File: src/rtl/sbl_pkg.sv
// Constants, types and helpers for the system bus lane and address engine.
// Assumes one 100 MHz clock; big-endian bit numbering, index 0 is the MSB.
package sbl_pkg;
  localparam logic [5:0] BURST_BYTES = 6'h20; // Four doublewords per burst
  localparam logic [1:0] PEND_MAX = 2'h2; // Outstanding address tenures
  localparam logic [4:0] ROW_SHIFT = 5'h0d; // SDRAM row move for multiplexing
  localparam int BANK_POS = 17; // First bank select address bit
  localparam logic [7:0] LANES_OFF = 8'hff; // Idle level of low-true lane pins
  localparam logic [2:0] DW_LOW_ZERO = 3'h0; // Low address pins on a doubleword
  localparam logic [1:0] SIZE_DW = 2'h3; // Size code of a doubleword access

  // Memory port width, value is log2 of its bytes
  typedef enum logic [1:0] {PORT8 = 2'h0, PORT16 = 2'h1, PORT32 = 2'h2,
                            PORT64 = 2'h3} sbl_port_t;
  // Who owns the addressed space
  typedef enum logic [1:0] {TGT_NONE = 2'h0, TGT_BANK = 2'h1, TGT_INTERNAL = 2'h2,
                            TGT_LOCAL = 2'h3} sbl_tgt_t;
  // Machine that serves a bank
  typedef enum logic [1:0] {MACH_GP = 2'h0, MACH_PROG = 2'h1,
                            MACH_SDRAM = 2'h2} sbl_mach_t;
  // Address tenure states
  typedef enum logic [2:0] {A_IDLE = 3'b001, A_DRIVE = 3'b010,
                            A_LAG = 3'b100} sbl_astate_t;
  // Data tenure states
  typedef enum logic [3:0] {D_IDLE = 4'b0001, D_BEAT = 4'b0010, D_GAP = 4'b0100,
                            D_ERR = 4'b1000} sbl_dstate_t;

  // One accepted address tenure
  typedef struct packed {
    logic [0:31] addr;
    logic [1:0] size;
    logic burst;
    logic write;
    sbl_port_t port;
    sbl_tgt_t tgt;
    sbl_mach_t mach;
    logic ext;
    logic early;
    logic err;
  } sbl_tenure_t;

  // Bytes carried by one beat of a port
  function automatic logic [3:0] sbl_port_bytes(input sbl_port_t p);
    return 4'h1 << p;
  endfunction
endpackage

File: src/rtl/sbl_lane_if.sv
// Lane decode request and answer between the engine and its decoder.
// Assumes both ends share one clock; the decode is combinational.
`timescale 1ns/1ns
interface sbl_lane_if;
  logic [2:0] off; // Byte offset in the doubleword
  logic [3:0] nbytes; // Bytes in this beat
  sbl_pkg::sbl_port_t port; // Port width
  logic [0:7] lanes; // Lanes that carry data
  logic [2:0] shift; // Byte move toward lane 0
  modport dec (input off, input nbytes, input port, output lanes, output shift);
  modport user (output off, output nbytes, output port, input lanes, input shift);
endinterface

File: src/rtl/sbl_lane_decode.sv
// Byte lane decoder: which lanes a beat uses and how far data moves.
// Assumes aligned beats that never cross a port boundary.
`timescale 1ns/1ns
module sbl_lane_decode (
  sbl_lane_if.dec lane
);
  logic [3:0] pb; // Port bytes
  logic [2:0] pos; // First lane used on the port
  logic [3:0] top; // One past the last lane

  // Narrow ports sit on the top lanes, so position wraps by port size
  always_comb begin
    pb = sbl_pkg::sbl_port_bytes(lane.port);
    pos = lane.off & 3'(pb - 4'h1);
    top = {1'b0, pos} + lane.nbytes;
    for (int i = 0; i < 8; i++) begin
      lane.lanes[i] = (4'(i) >= {1'b0, pos}) && (4'(i) < top);
    end
    lane.shift = lane.off - pos;
  end
endmodule

File: src/rtl/sbl_system_bus_lanes.sv
// System bus lane and address engine of the memory controller.
// Assumes requests come from logic on mclk_i; pins are synchronised here.
`timescale 1ns/1ns
module sbl_system_bus_lanes (
  input wire logic mclk_i,
  input wire logic rst_n_i,
  input wire logic req_valid_i,
  input wire logic [0:31] req_addr_i,
  input wire logic [1:0] req_size_i,
  input wire logic req_burst_i,
  input wire logic req_write_i,
  input wire sbl_pkg::sbl_port_t req_port_i,
  input wire sbl_pkg::sbl_tgt_t req_tgt_i,
  input wire sbl_pkg::sbl_mach_t req_mach_i,
  input wire logic req_page_hit_i,
  input wire logic req_ext_i,
  input wire logic [0:63] req_wdata_i,
  input wire logic cfg_single_i,
  input wire logic cfg_eav_i,
  input wire logic cfg_no_ta_i,
  input wire logic bus_req_n_pin_i,
  input wire logic [0:63] data_pin_i,
  output logic req_ready_o,
  output logic [0:31] addr_o,
  output logic addr_oe_o,
  output logic [27:31] burst_low_address_o,
  output logic [0:63] data_o,
  output logic data_oe_o,
  output logic [0:7] lane_write_strobe_n_o,
  output logic [0:7] sdram_lane_mask_o,
  output logic [0:7] lane_byte_select_n_o,
  output logic partial_data_valid_strobe_n_o,
  output logic aack_n_o,
  output logic ta_n_o,
  output logic tea_n_o,
  output logic [0:1] sdram_bank_select_o,
  output logic bus_grant_n_o,
  output logic local_burst_o,
  output logic core_snoop_o,
  output logic rsp_beat_o,
  output logic [0:63] rsp_rdata_o
);
  import sbl_pkg::*;
  // Address side and queue state
  sbl_astate_t a_reg, a_next;
  sbl_tenure_t tn_reg, tn_next, q0_reg, q0_next, q1_reg, q1_next, new_tn, push_tn;
  logic [1:0] qcnt_reg, qcnt_next;
  logic lag_reg, lag_next;
  logic take, push, pop;
  // Data side state
  sbl_dstate_t d_reg, d_next;
  logic [0:31] cur_reg, cur_next;
  logic [5:0] rem_reg, rem_next;
  logic [3:0] pb, room, nb;
  // Pin synchronisers, first stage read only by second
  logic br_s1_reg, br_s2_reg;
  logic [0:63] din_s1_reg, din_s2_reg;
  // Registered outputs
  logic ready_reg, ready_next, aoe_reg, aoe_next, doe_reg, doe_next;
  logic [0:31] addr_reg, addr_next;
  logic [27:31] bla_reg, bla_next;
  logic [0:63] dout_reg, dout_next, rdata_reg, rdata_next;
  logic [0:7] we_reg, we_next, dqm_reg, dqm_next, bs_reg, bs_next;
  logic psd_reg, psd_next, aack_reg, aack_next, ta_reg, ta_next, tea_reg, tea_next;
  logic [0:1] bank_reg, bank_next;
  logic gnt_reg, gnt_next, lb_reg, lb_next, snp_reg, snp_next, beat_reg, beat_next;

  sbl_lane_if lane_bus ();
  sbl_lane_decode u_dec (.lane(lane_bus));

  // Beat size: bytes left, capped by what the port takes at this offset
  always_comb begin
    pb = sbl_port_bytes(q0_reg.port);
    room = pb - {1'b0, cur_reg[29:31] & 3'(pb - 4'h1)};
    nb = (rem_reg < {2'h0, room}) ? rem_reg[3:0] : room;
  end
  assign lane_bus.off = cur_reg[29:31];
  assign lane_bus.nbytes = nb;
  assign lane_bus.port = q0_reg.port;

  // Incoming request as a tenure
  always_comb begin
    // Doublewords and bursts walk from the aligned doubleword start
    new_tn.addr = (req_size_i == SIZE_DW || req_burst_i) ?
                  {req_addr_i[0:28], DW_LOW_ZERO} : req_addr_i;
    new_tn.size = req_size_i;
    new_tn.burst = req_burst_i;
    new_tn.write = req_write_i;
    new_tn.port = req_port_i;
    new_tn.tgt = req_tgt_i;
    new_tn.mach = req_mach_i;
    new_tn.ext = req_ext_i;
    // Internal slaves and page hits answer data before the address ack
    new_tn.early = (req_tgt_i == TGT_INTERNAL) ||
                   (req_mach_i == MACH_SDRAM && req_page_hit_i);
    new_tn.err = (req_tgt_i == TGT_NONE) || (req_ext_i && req_burst_i &&
                 (req_tgt_i == TGT_INTERNAL || req_tgt_i == TGT_LOCAL));
  end

  // Data tenure: walks beats of the head tenure
  always_comb begin
    d_next = d_reg;
    cur_next = cur_reg;
    rem_next = rem_reg;
    pop = 1'b0;
    we_next = LANES_OFF;
    dqm_next = LANES_OFF;
    bs_next = LANES_OFF;
    psd_next = 1'b1;
    ta_next = 1'b1;
    tea_next = 1'b1;
    doe_next = 1'b0;
    dout_next = dout_reg;
    rdata_next = rdata_reg;
    bank_next = bank_reg;
    bla_next = bla_reg;
    lb_next = 1'b0;
    snp_next = 1'b0;
    beat_next = 1'b0;
    unique case (d_reg)
      D_IDLE: begin
        // Start the oldest tenure, bursts fetch a whole line
        if (qcnt_reg != 2'h0) begin
          cur_next = q0_reg.addr;
          rem_next = q0_reg.burst ? BURST_BYTES : 6'(4'h1 << q0_reg.size);
          d_next = q0_reg.err ? D_ERR : D_BEAT;
        end
      end
      D_BEAT: begin
        // Strobes only on lanes this beat really uses
        if (q0_reg.mach == MACH_SDRAM) begin
          dqm_next = ~lane_bus.lanes;
          bank_next = cur_reg[BANK_POS +: 2];
        end else if (q0_reg.write) begin
          we_next = ~lane_bus.lanes;
        end
        if (q0_reg.mach == MACH_PROG) begin
          bs_next = ~lane_bus.lanes;
        end
        psd_next = 1'b0;
        ta_next = cfg_no_ta_i && q0_reg.tgt == TGT_BANK;
        doe_next = q0_reg.write;
        // Move bytes between their doubleword lanes and the port lanes
        dout_next = req_wdata_i << {lane_bus.shift, 3'h0};
        rdata_next = din_s2_reg >> {lane_bus.shift, 3'h0};
        beat_next = 1'b1;
        if (!cfg_single_i) begin
          bla_next = cur_reg[27:31];
        end
        lb_next = q0_reg.burst && !q0_reg.ext && q0_reg.tgt == TGT_LOCAL;
        // Core watches bridged writes to internal space, never local bus
        snp_next = q0_reg.ext && q0_reg.write && q0_reg.tgt == TGT_INTERNAL;
        cur_next = cur_reg + 32'(nb);
        rem_next = rem_reg - 6'(nb);
        if (rem_reg == 6'(nb)) begin
          pop = 1'b1;
          d_next = D_IDLE;
        end else if (q0_reg.mach == MACH_GP) begin
          d_next = D_GAP;
        end
      end
      D_GAP: begin
        // General purpose machine runs beats as single accesses
        d_next = D_BEAT;
      end
      D_ERR: begin
        tea_next = 1'b0;
        pop = 1'b1;
        d_next = D_IDLE;
      end
      default: begin
        d_next = D_IDLE;
      end
    endcase
  end

  // Address tenure, queue and address pins
  always_comb begin
    a_next = a_reg;
    tn_next = tn_reg;
    lag_next = lag_reg;
    aack_next = 1'b1;
    addr_next = addr_reg;
    aoe_next = aoe_reg;
    take = ready_reg && req_valid_i && a_reg == A_IDLE;
    push = 1'b0;
    push_tn = tn_reg;
    unique case (a_reg)
      A_IDLE: begin
        if (take) begin
          tn_next = new_tn;
          lag_next = 1'b0;
          push = new_tn.early;
          push_tn = new_tn;
          a_next = new_tn.early ? A_LAG : A_DRIVE;
          // Doublewords drive the low three pins low
          addr_next = (req_size_i == SIZE_DW || req_burst_i) ?
                      {req_addr_i[0:28], DW_LOW_ZERO} : req_addr_i;
          aoe_next = 1'b1;
        end
      end
      A_LAG: begin
        // Hold the ack back two cycles so data can lead
        lag_next = 1'b1;
        if (lag_reg) begin
          a_next = A_DRIVE;
        end
      end
      A_DRIVE: begin
        push = !tn_reg.early;
        aack_next = tn_reg.tgt == TGT_NONE;
        a_next = A_IDLE;
        // Compatible mode frees the pins; start address only
        aoe_next = cfg_single_i;
      end
      default: begin
        a_next = A_IDLE;
      end
    endcase
    // Single mode steps the real pins; SDRAM may show the row form
    if (!take && d_reg == D_BEAT && cfg_single_i) begin
      addr_next = (q0_reg.mach == MACH_SDRAM && !cfg_eav_i) ?
                  (cur_reg >> ROW_SHIFT) : cur_reg;
    end
    q0_next = q0_reg;
    q1_next = q1_reg;
    if (pop) begin
      q0_next = q1_reg;
    end
    if (push) begin
      if (qcnt_reg == 2'h0 || (qcnt_reg == 2'h1 && pop)) begin
        q0_next = push_tn;
      end else begin
        q1_next = push_tn;
      end
    end
    qcnt_next = qcnt_reg + {1'b0, push} - {1'b0, pop};
    // Bus goes to others only when idle and not in single mode
    gnt_next = !cfg_single_i && br_s2_reg && a_next == A_IDLE &&
               qcnt_next == 2'h0 && !req_valid_i;
    ready_next = a_next == A_IDLE && qcnt_next < PEND_MAX && !gnt_next;
  end

  // Registers for all groups
  always_ff @(posedge mclk_i) begin
    if (!rst_n_i) begin
      a_reg <= A_IDLE;
      d_reg <= D_IDLE;
      tn_reg <= '0;
      q0_reg <= '0;
      q1_reg <= '0;
      qcnt_reg <= 2'h0;
      lag_reg <= 1'b0;
      cur_reg <= '0;
      rem_reg <= 6'h00;
      br_s1_reg <= 1'b1;
      br_s2_reg <= 1'b0; // Second stage is active high: no request
      din_s1_reg <= '0;
      din_s2_reg <= '0;
      ready_reg <= 1'b0;
      aoe_reg <= 1'b0;
      doe_reg <= 1'b0;
      addr_reg <= '0;
      bla_reg <= '0;
      dout_reg <= '0;
      rdata_reg <= '0;
      we_reg <= LANES_OFF;
      dqm_reg <= LANES_OFF;
      bs_reg <= LANES_OFF;
      psd_reg <= 1'b1;
      aack_reg <= 1'b1;
      ta_reg <= 1'b1;
      tea_reg <= 1'b1;
      bank_reg <= '0;
      gnt_reg <= 1'b1;
      lb_reg <= 1'b0;
      snp_reg <= 1'b0;
      beat_reg <= 1'b0;
    end else begin
      a_reg <= a_next;
      d_reg <= d_next;
      tn_reg <= tn_next;
      q0_reg <= q0_next;
      q1_reg <= q1_next;
      qcnt_reg <= qcnt_next;
      lag_reg <= lag_next;
      cur_reg <= cur_next;
      rem_reg <= rem_next;
      br_s1_reg <= bus_req_n_pin_i;
      br_s2_reg <= !br_s1_reg;
      din_s1_reg <= data_pin_i;
      din_s2_reg <= din_s1_reg;
      ready_reg <= ready_next;
      aoe_reg <= aoe_next;
      doe_reg <= doe_next;
      addr_reg <= addr_next;
      bla_reg <= bla_next;
      dout_reg <= dout_next;
      rdata_reg <= rdata_next;
      we_reg <= we_next;
      dqm_reg <= dqm_next;
      bs_reg <= bs_next;
      psd_reg <= psd_next;
      aack_reg <= aack_next;
      ta_reg <= ta_next;
      tea_reg <= tea_next;
      bank_reg <= bank_next;
      gnt_reg <= !gnt_next;
      lb_reg <= lb_next;
      snp_reg <= snp_next;
      beat_reg <= beat_next;
    end
  end

  assign req_ready_o = ready_reg;
  assign addr_o = addr_reg;
  assign addr_oe_o = aoe_reg;
  assign burst_low_address_o = bla_reg;
  assign data_o = dout_reg;
  assign data_oe_o = doe_reg;
  assign lane_write_strobe_n_o = we_reg;
  assign sdram_lane_mask_o = dqm_reg;
  assign lane_byte_select_n_o = bs_reg;
  assign partial_data_valid_strobe_n_o = psd_reg;
  assign aack_n_o = aack_reg;
  assign ta_n_o = ta_reg;
  assign tea_n_o = tea_reg;
  assign sdram_bank_select_o = bank_reg;
  assign bus_grant_n_o = gnt_reg;
  assign local_burst_o = lb_reg;
  assign core_snoop_o = snp_reg;
  assign rsp_beat_o = beat_reg;
  assign rsp_rdata_o = rdata_reg;

  logic quiet;
  assign quiet = qcnt_reg == 2'h0 && d_reg == D_IDLE;
endmodule

File: config.mk
export PLATFORM = sky130hd
export DESIGN_NAME = sbl_system_bus_lanes
export DESIGN_NICKNAME = d
export VERILOG_FILES = /design/src/rtl/sbl_pkg.sv /design/src/rtl/sbl_lane_if.sv /design/src/rtl/sbl_lane_decode.sv /design/src/rtl/sbl_system_bus_lanes.sv
export SDC_FILE = /design/constraint.sdc
export NUM_CORES = 1
export LEC_CHECK = 0
export ABC_CLOCK_PERIOD_IN_PS = 5210
export BUFFER_PORTS_ARGS = -buffer_cell sky130_fd_sc_hd__buf_2
export CORE_MARGIN = 2
export CORE_UTILIZATION = 40
export CTS_CLUSTER_SIZE = 20
export DETAILED_ROUTE_END_ITERATION = 7
export MAX_ROUTING_LAYER = met4
export PLACE_DENSITY = 0.65
export SLEW_MARGIN = 40
export SYNTH_ARGS = -nofsm -noshare
export SYNTH_HDL_FRONTEND = slang
export SYNTH_SLANG_ARGS = --single-unit
File: constraint.sdc
create_clock -name mclk_i -period 5.21 [get_ports mclk_i]
set_input_delay 0.2605 -clock mclk_i [delete_from_list [all_inputs] [get_ports mclk_i]]
set_output_delay 0.2605 -clock mclk_i [all_outputs]
set_load 0.1 [all_outputs]
==> results_dict.tcl <==
set metrics [dict create \
    status "finished clean" \
    worstHoldPathType "input port to flip-flop" \
    end_kind "flip-flop" \
    slew_headroom_pct 40.6 \
    holdCritStartpoint "req_wdata_i[52]" \
    synth-seq-cells 513 \
    syn_nets 2607 \
    grt_setup_unrepaired "false" \
    yosysUniqueCellTypes 82 \
    firstDrtPassIters 5 \
    start_kind "flip-flop" \
    dr_total_vias 20503 \
    multi_input_area_um2 11700 \
    netlist_top_cells_area "dfxtp_1 (45%), mux2i_1 (6.4%), and2_1 (3.7%)" \
    synth_flop_cell "dfxtp_1" \
    tns_ns 0 \
    switchingPower_mw 2.65 \
    hold_viol_final 0 \
    hold_depth 3 \
    design.die.area_um2 59100 \
    grt_use_total_pct 25.5 \
    finalSetupViolations 0 \
    power_density_nw_per_um2 349 \
    finalWeightedCongestion 0.904 \
    grt_pass1_wl_mm 117 \
    clock_latency_ns 0.66 \
    areaGrowthSynthToFinish_pct 25.4 \
    chipWidth_um 243 \
    portBuffers 380 \
    seq_area_frac_synth_pct 44.9 \
    ir_worst_vdd_mv 0.335 \
    maxCapViolCount 0 \
    antenna_left 0 \
    clock-sinks 513 \
    drive_above_1_share_pct 21.9 \
    root_buffer "clkbuf_16" \
    cts_made_buffers 54 \
    dpl.hpwl_mm 51.6 \
    clk_path_buf_depth 3 \
    cp_max_fo 7 \
    whs_endpoint "data_o[52]$_SDFFE_PN0P_" \
    r2r_slack_ns 0.35 \
    num_io_pins 381 \
    h-tree-depth 2 \
    leakage_nw 11.5 \
    nNetsFinal 2994 \
    synth_top_area_share_pct 44.9 \
    initial_core_util_pct 40.5 \
    final_core_util_pct 50.8 \
    drc 0 \
    synth_area_um2 22900 \
    wire_per_inst_um 21.2 \
    p_int_mw 7.37 \
    nFillCells 5066 \
    final-seq-area_um2 10300 \
    max_freq_ghz 0.206 \
    period_share_pct 93.3 \
    timing.rr.start "lane_bus.port[0]$_SDFF_PN0_" \
    die_h_um 243 \
    crit_type "flip-flop to flip-flop" \
    finalClockSkew_ns 0.0659 \
    synth_warnings 0 \
    std_cell_rows 87 \
    switching_share_pct 26.4 \
    grt_pass1_vias 19919 \
    initialDrtViolationCount 1794 \
    viasPerCell 5.70 \
    cp_data_arrival_time_ns 5.43 \
    grt_max_degree 158 \
    antenna_found_initial 4 \
    timing.rr.end "req_ready_o$_SDFF_PN0_" \
    cts_tree "yes" \
    critPathLaunch "lane_bus.port[0]$_SDFF_PN0_" \
    worstMarginPinSlew_ns 0.885 \
    yosysTopAreaCell "dfxtp_1" \
    timing.final.crit_period_ns 4.86 \
    clk_pin_slew_ns 0.06 \
    power_frac_seq_pct 42.0 \
    core_um2 56500 \
    finalHoldWorstSlack_ns 0.0450 \
    clkPwrFrac_pct 45.0 \
    avgSynthCellArea_um2 9.51 \
    slew_viol_final 0 \
    gr-total-overflow 0 \
    wl_mm 76.3 \
    combPwrFrac_pct 13.0 \
    synth-edff-count 0 \
    syn_inst 2406 \
    async_flop_share_pct 0 \
    critPathRequiredTime_ns 5.78 \
    r2r_cells 22 \
]
==> layer usage <==
| layer | up-vias | wire, µm | GRT usage (%) |
|---|---|---|---|
| li1 | 9616 | - | - |
| met1 | 10000 | 33600 | 33.2 |
| met2 | 732 | 35800 | 40.4 |
| met3 | 155 | 4130 | 3.57 |
| met4 | 0 | 2750 | 9.47 |
| met5 | - | 0 | - |
==> logic make-up after synthesis <==
family	count (synthesis)	share of synthesized area, %
AOI/OAI and AO/OA	739	22.8
and+or+nand+nor	688	15.5
DFF	513	44.9
buffers and inverters	239	4.52
muxes	190	10.4
adders and majority gates	22	1.30
xor gates and xnor gates	14	0.536
other	1	0.0164
==> worst max-delay path, stage by stage (launching register included) <==
cell	delay, ns
dfxtp_2	0.39
nand3_1	0.12
ha_1	0.35
nor3b_1	0.19
o2111ai_1	0.20
and2_1	0.20
ha_1	0.28
and2_1	0.15
or3_1	0.35
o211ai_1	0.24
o21a_1	0.19
inv_1	0.06
ha_1	0.31
and4_4	0.29
nand4b_1	0.14
a21oi_2	0.23
ha_1	0.26
inv_1	0.06
ha_1	0.15
xor2_1	0.17
xnor2_1	0.20
nand3_1	0.11
nor2_1	0.14
==> synth_stat cells (60+ instances only) <==
cell type / instances
a22o_1: 67
dfxtp_1: 513
buf_2: 60
and2_1: 135
a21oi_1: 118
o21ai_0: 121
nand2_1: 154
nor2_1: 176
a22oi_1: 88
a211oi_1: 94
mux2i_1: 147
clkbuf_1: 136
==> power groups by stage <==
stage | combinational, mW | clock, mW | sequential (mW)
floorplan | 0.762 | 0 | 4.35
global placement | 1.16 | 0 | 4.28
detailed placement | 1.20 | 0 | 4.29
CTS | 1.28 | 4.56 | 4.20
global route | 1.41 | 4.74 | 4.22
finish | 1.30 | 4.50 | 4.21
==> what timing repair did <==
action,CTS,global route
endpoints found under the setup margin,0,31
resized for setup,0,7
setup buffers,0,1
hold buffers,114,0
endpoints found under the hold margin,138,0
==> layout by cell type (no fill, tap or decap), types with 14 or more instances in the layout <==
| cell | netlist | final |
|---|---|---|
| dfxtp_1 | 513 | 510 |
| buf_2 | 60 | 379 |
| nor2_1 | 176 | 172 |
| nand2_1 | 154 | 153 |
| mux2i_1 | 147 | 147 |
| and2_1 | 135 | 134 |
| o21ai_0 | 121 | 121 |
| a21oi_1 | 118 | 116 |
| dlygate4sd3_1 | 0 | 114 |
| a211oi_1 | 94 | 94 |
| a22oi_1 | 88 | 88 |
| a22o_1 | 67 | 67 |
| clkbuf_16 | 0 | 54 |
| nor2b_1 | 48 | 48 |
| o21a_1 | 47 | 47 |
| buf_4 | 8 | 47 |
| nand2b_1 | 42 | 42 |
| mux4_2 | 37 | 37 |
| a221oi_1 | 35 | 35 |
| a221o_1 | 32 | 32 |
| o211ai_1 | 28 | 28 |
| nand3_1 | 29 | 27 |
| nor3_1 | 24 | 24 |
| o22ai_1 | 19 | 19 |
| ha_1 | 19 | 18 |
| a21boi_0 | 17 | 17 |
| inv_1 | 17 | 16 |
| nor4_1 | 14 | 14 |
| bufinv_16 | 0 | 14 |
==> stage by stage <==
step                      std cells  total power [mW]  instance area (µm²)  setup slack, ns
after global placement         3372              5.45                25300            0.290
after detailed placement       3377              5.49                25400            0.109
final                          3599              10.0                28700            0.347
after floorplan                2406              5.12                22900           0.0275
after CTS                      3592              10.0                28600           0.0815
after global routing           3597              10.4                28700           0.0220
==> worst max path at each step <==
stage | to | slack (ns)
final | req_ready_o$_SDFF_PN0_ | 0.35
after global routing | req_ready_o$_SDFF_PN0_ | 0.02
after CTS | bus_grant_n_o$_SDFF_PN1_ | 0.08
after detailed placement | bus_grant_n_o$_SDFF_PN1_ | 0.11
after global placement | bus_grant_n_o$_SDFF_PN1_ | 0.29
after floorplan | cur_reg[1]$_SDFFE_PN0P_ | 0.03
==> final cells by class <==
type                            instances  area share [%]
Clock inverter                         36            2.21
Timing Repair Buffer                  552            12.6
Sequential cell                       513            35.8
Clock buffer                           65            5.17
Inverter                               18           0.253
Multi-Input combinational cell       1654            40.7
Tap cell                              756            3.30
Antenna cell                            5          0.0436
Note: power is estimated with default switching activity, not from simulation.
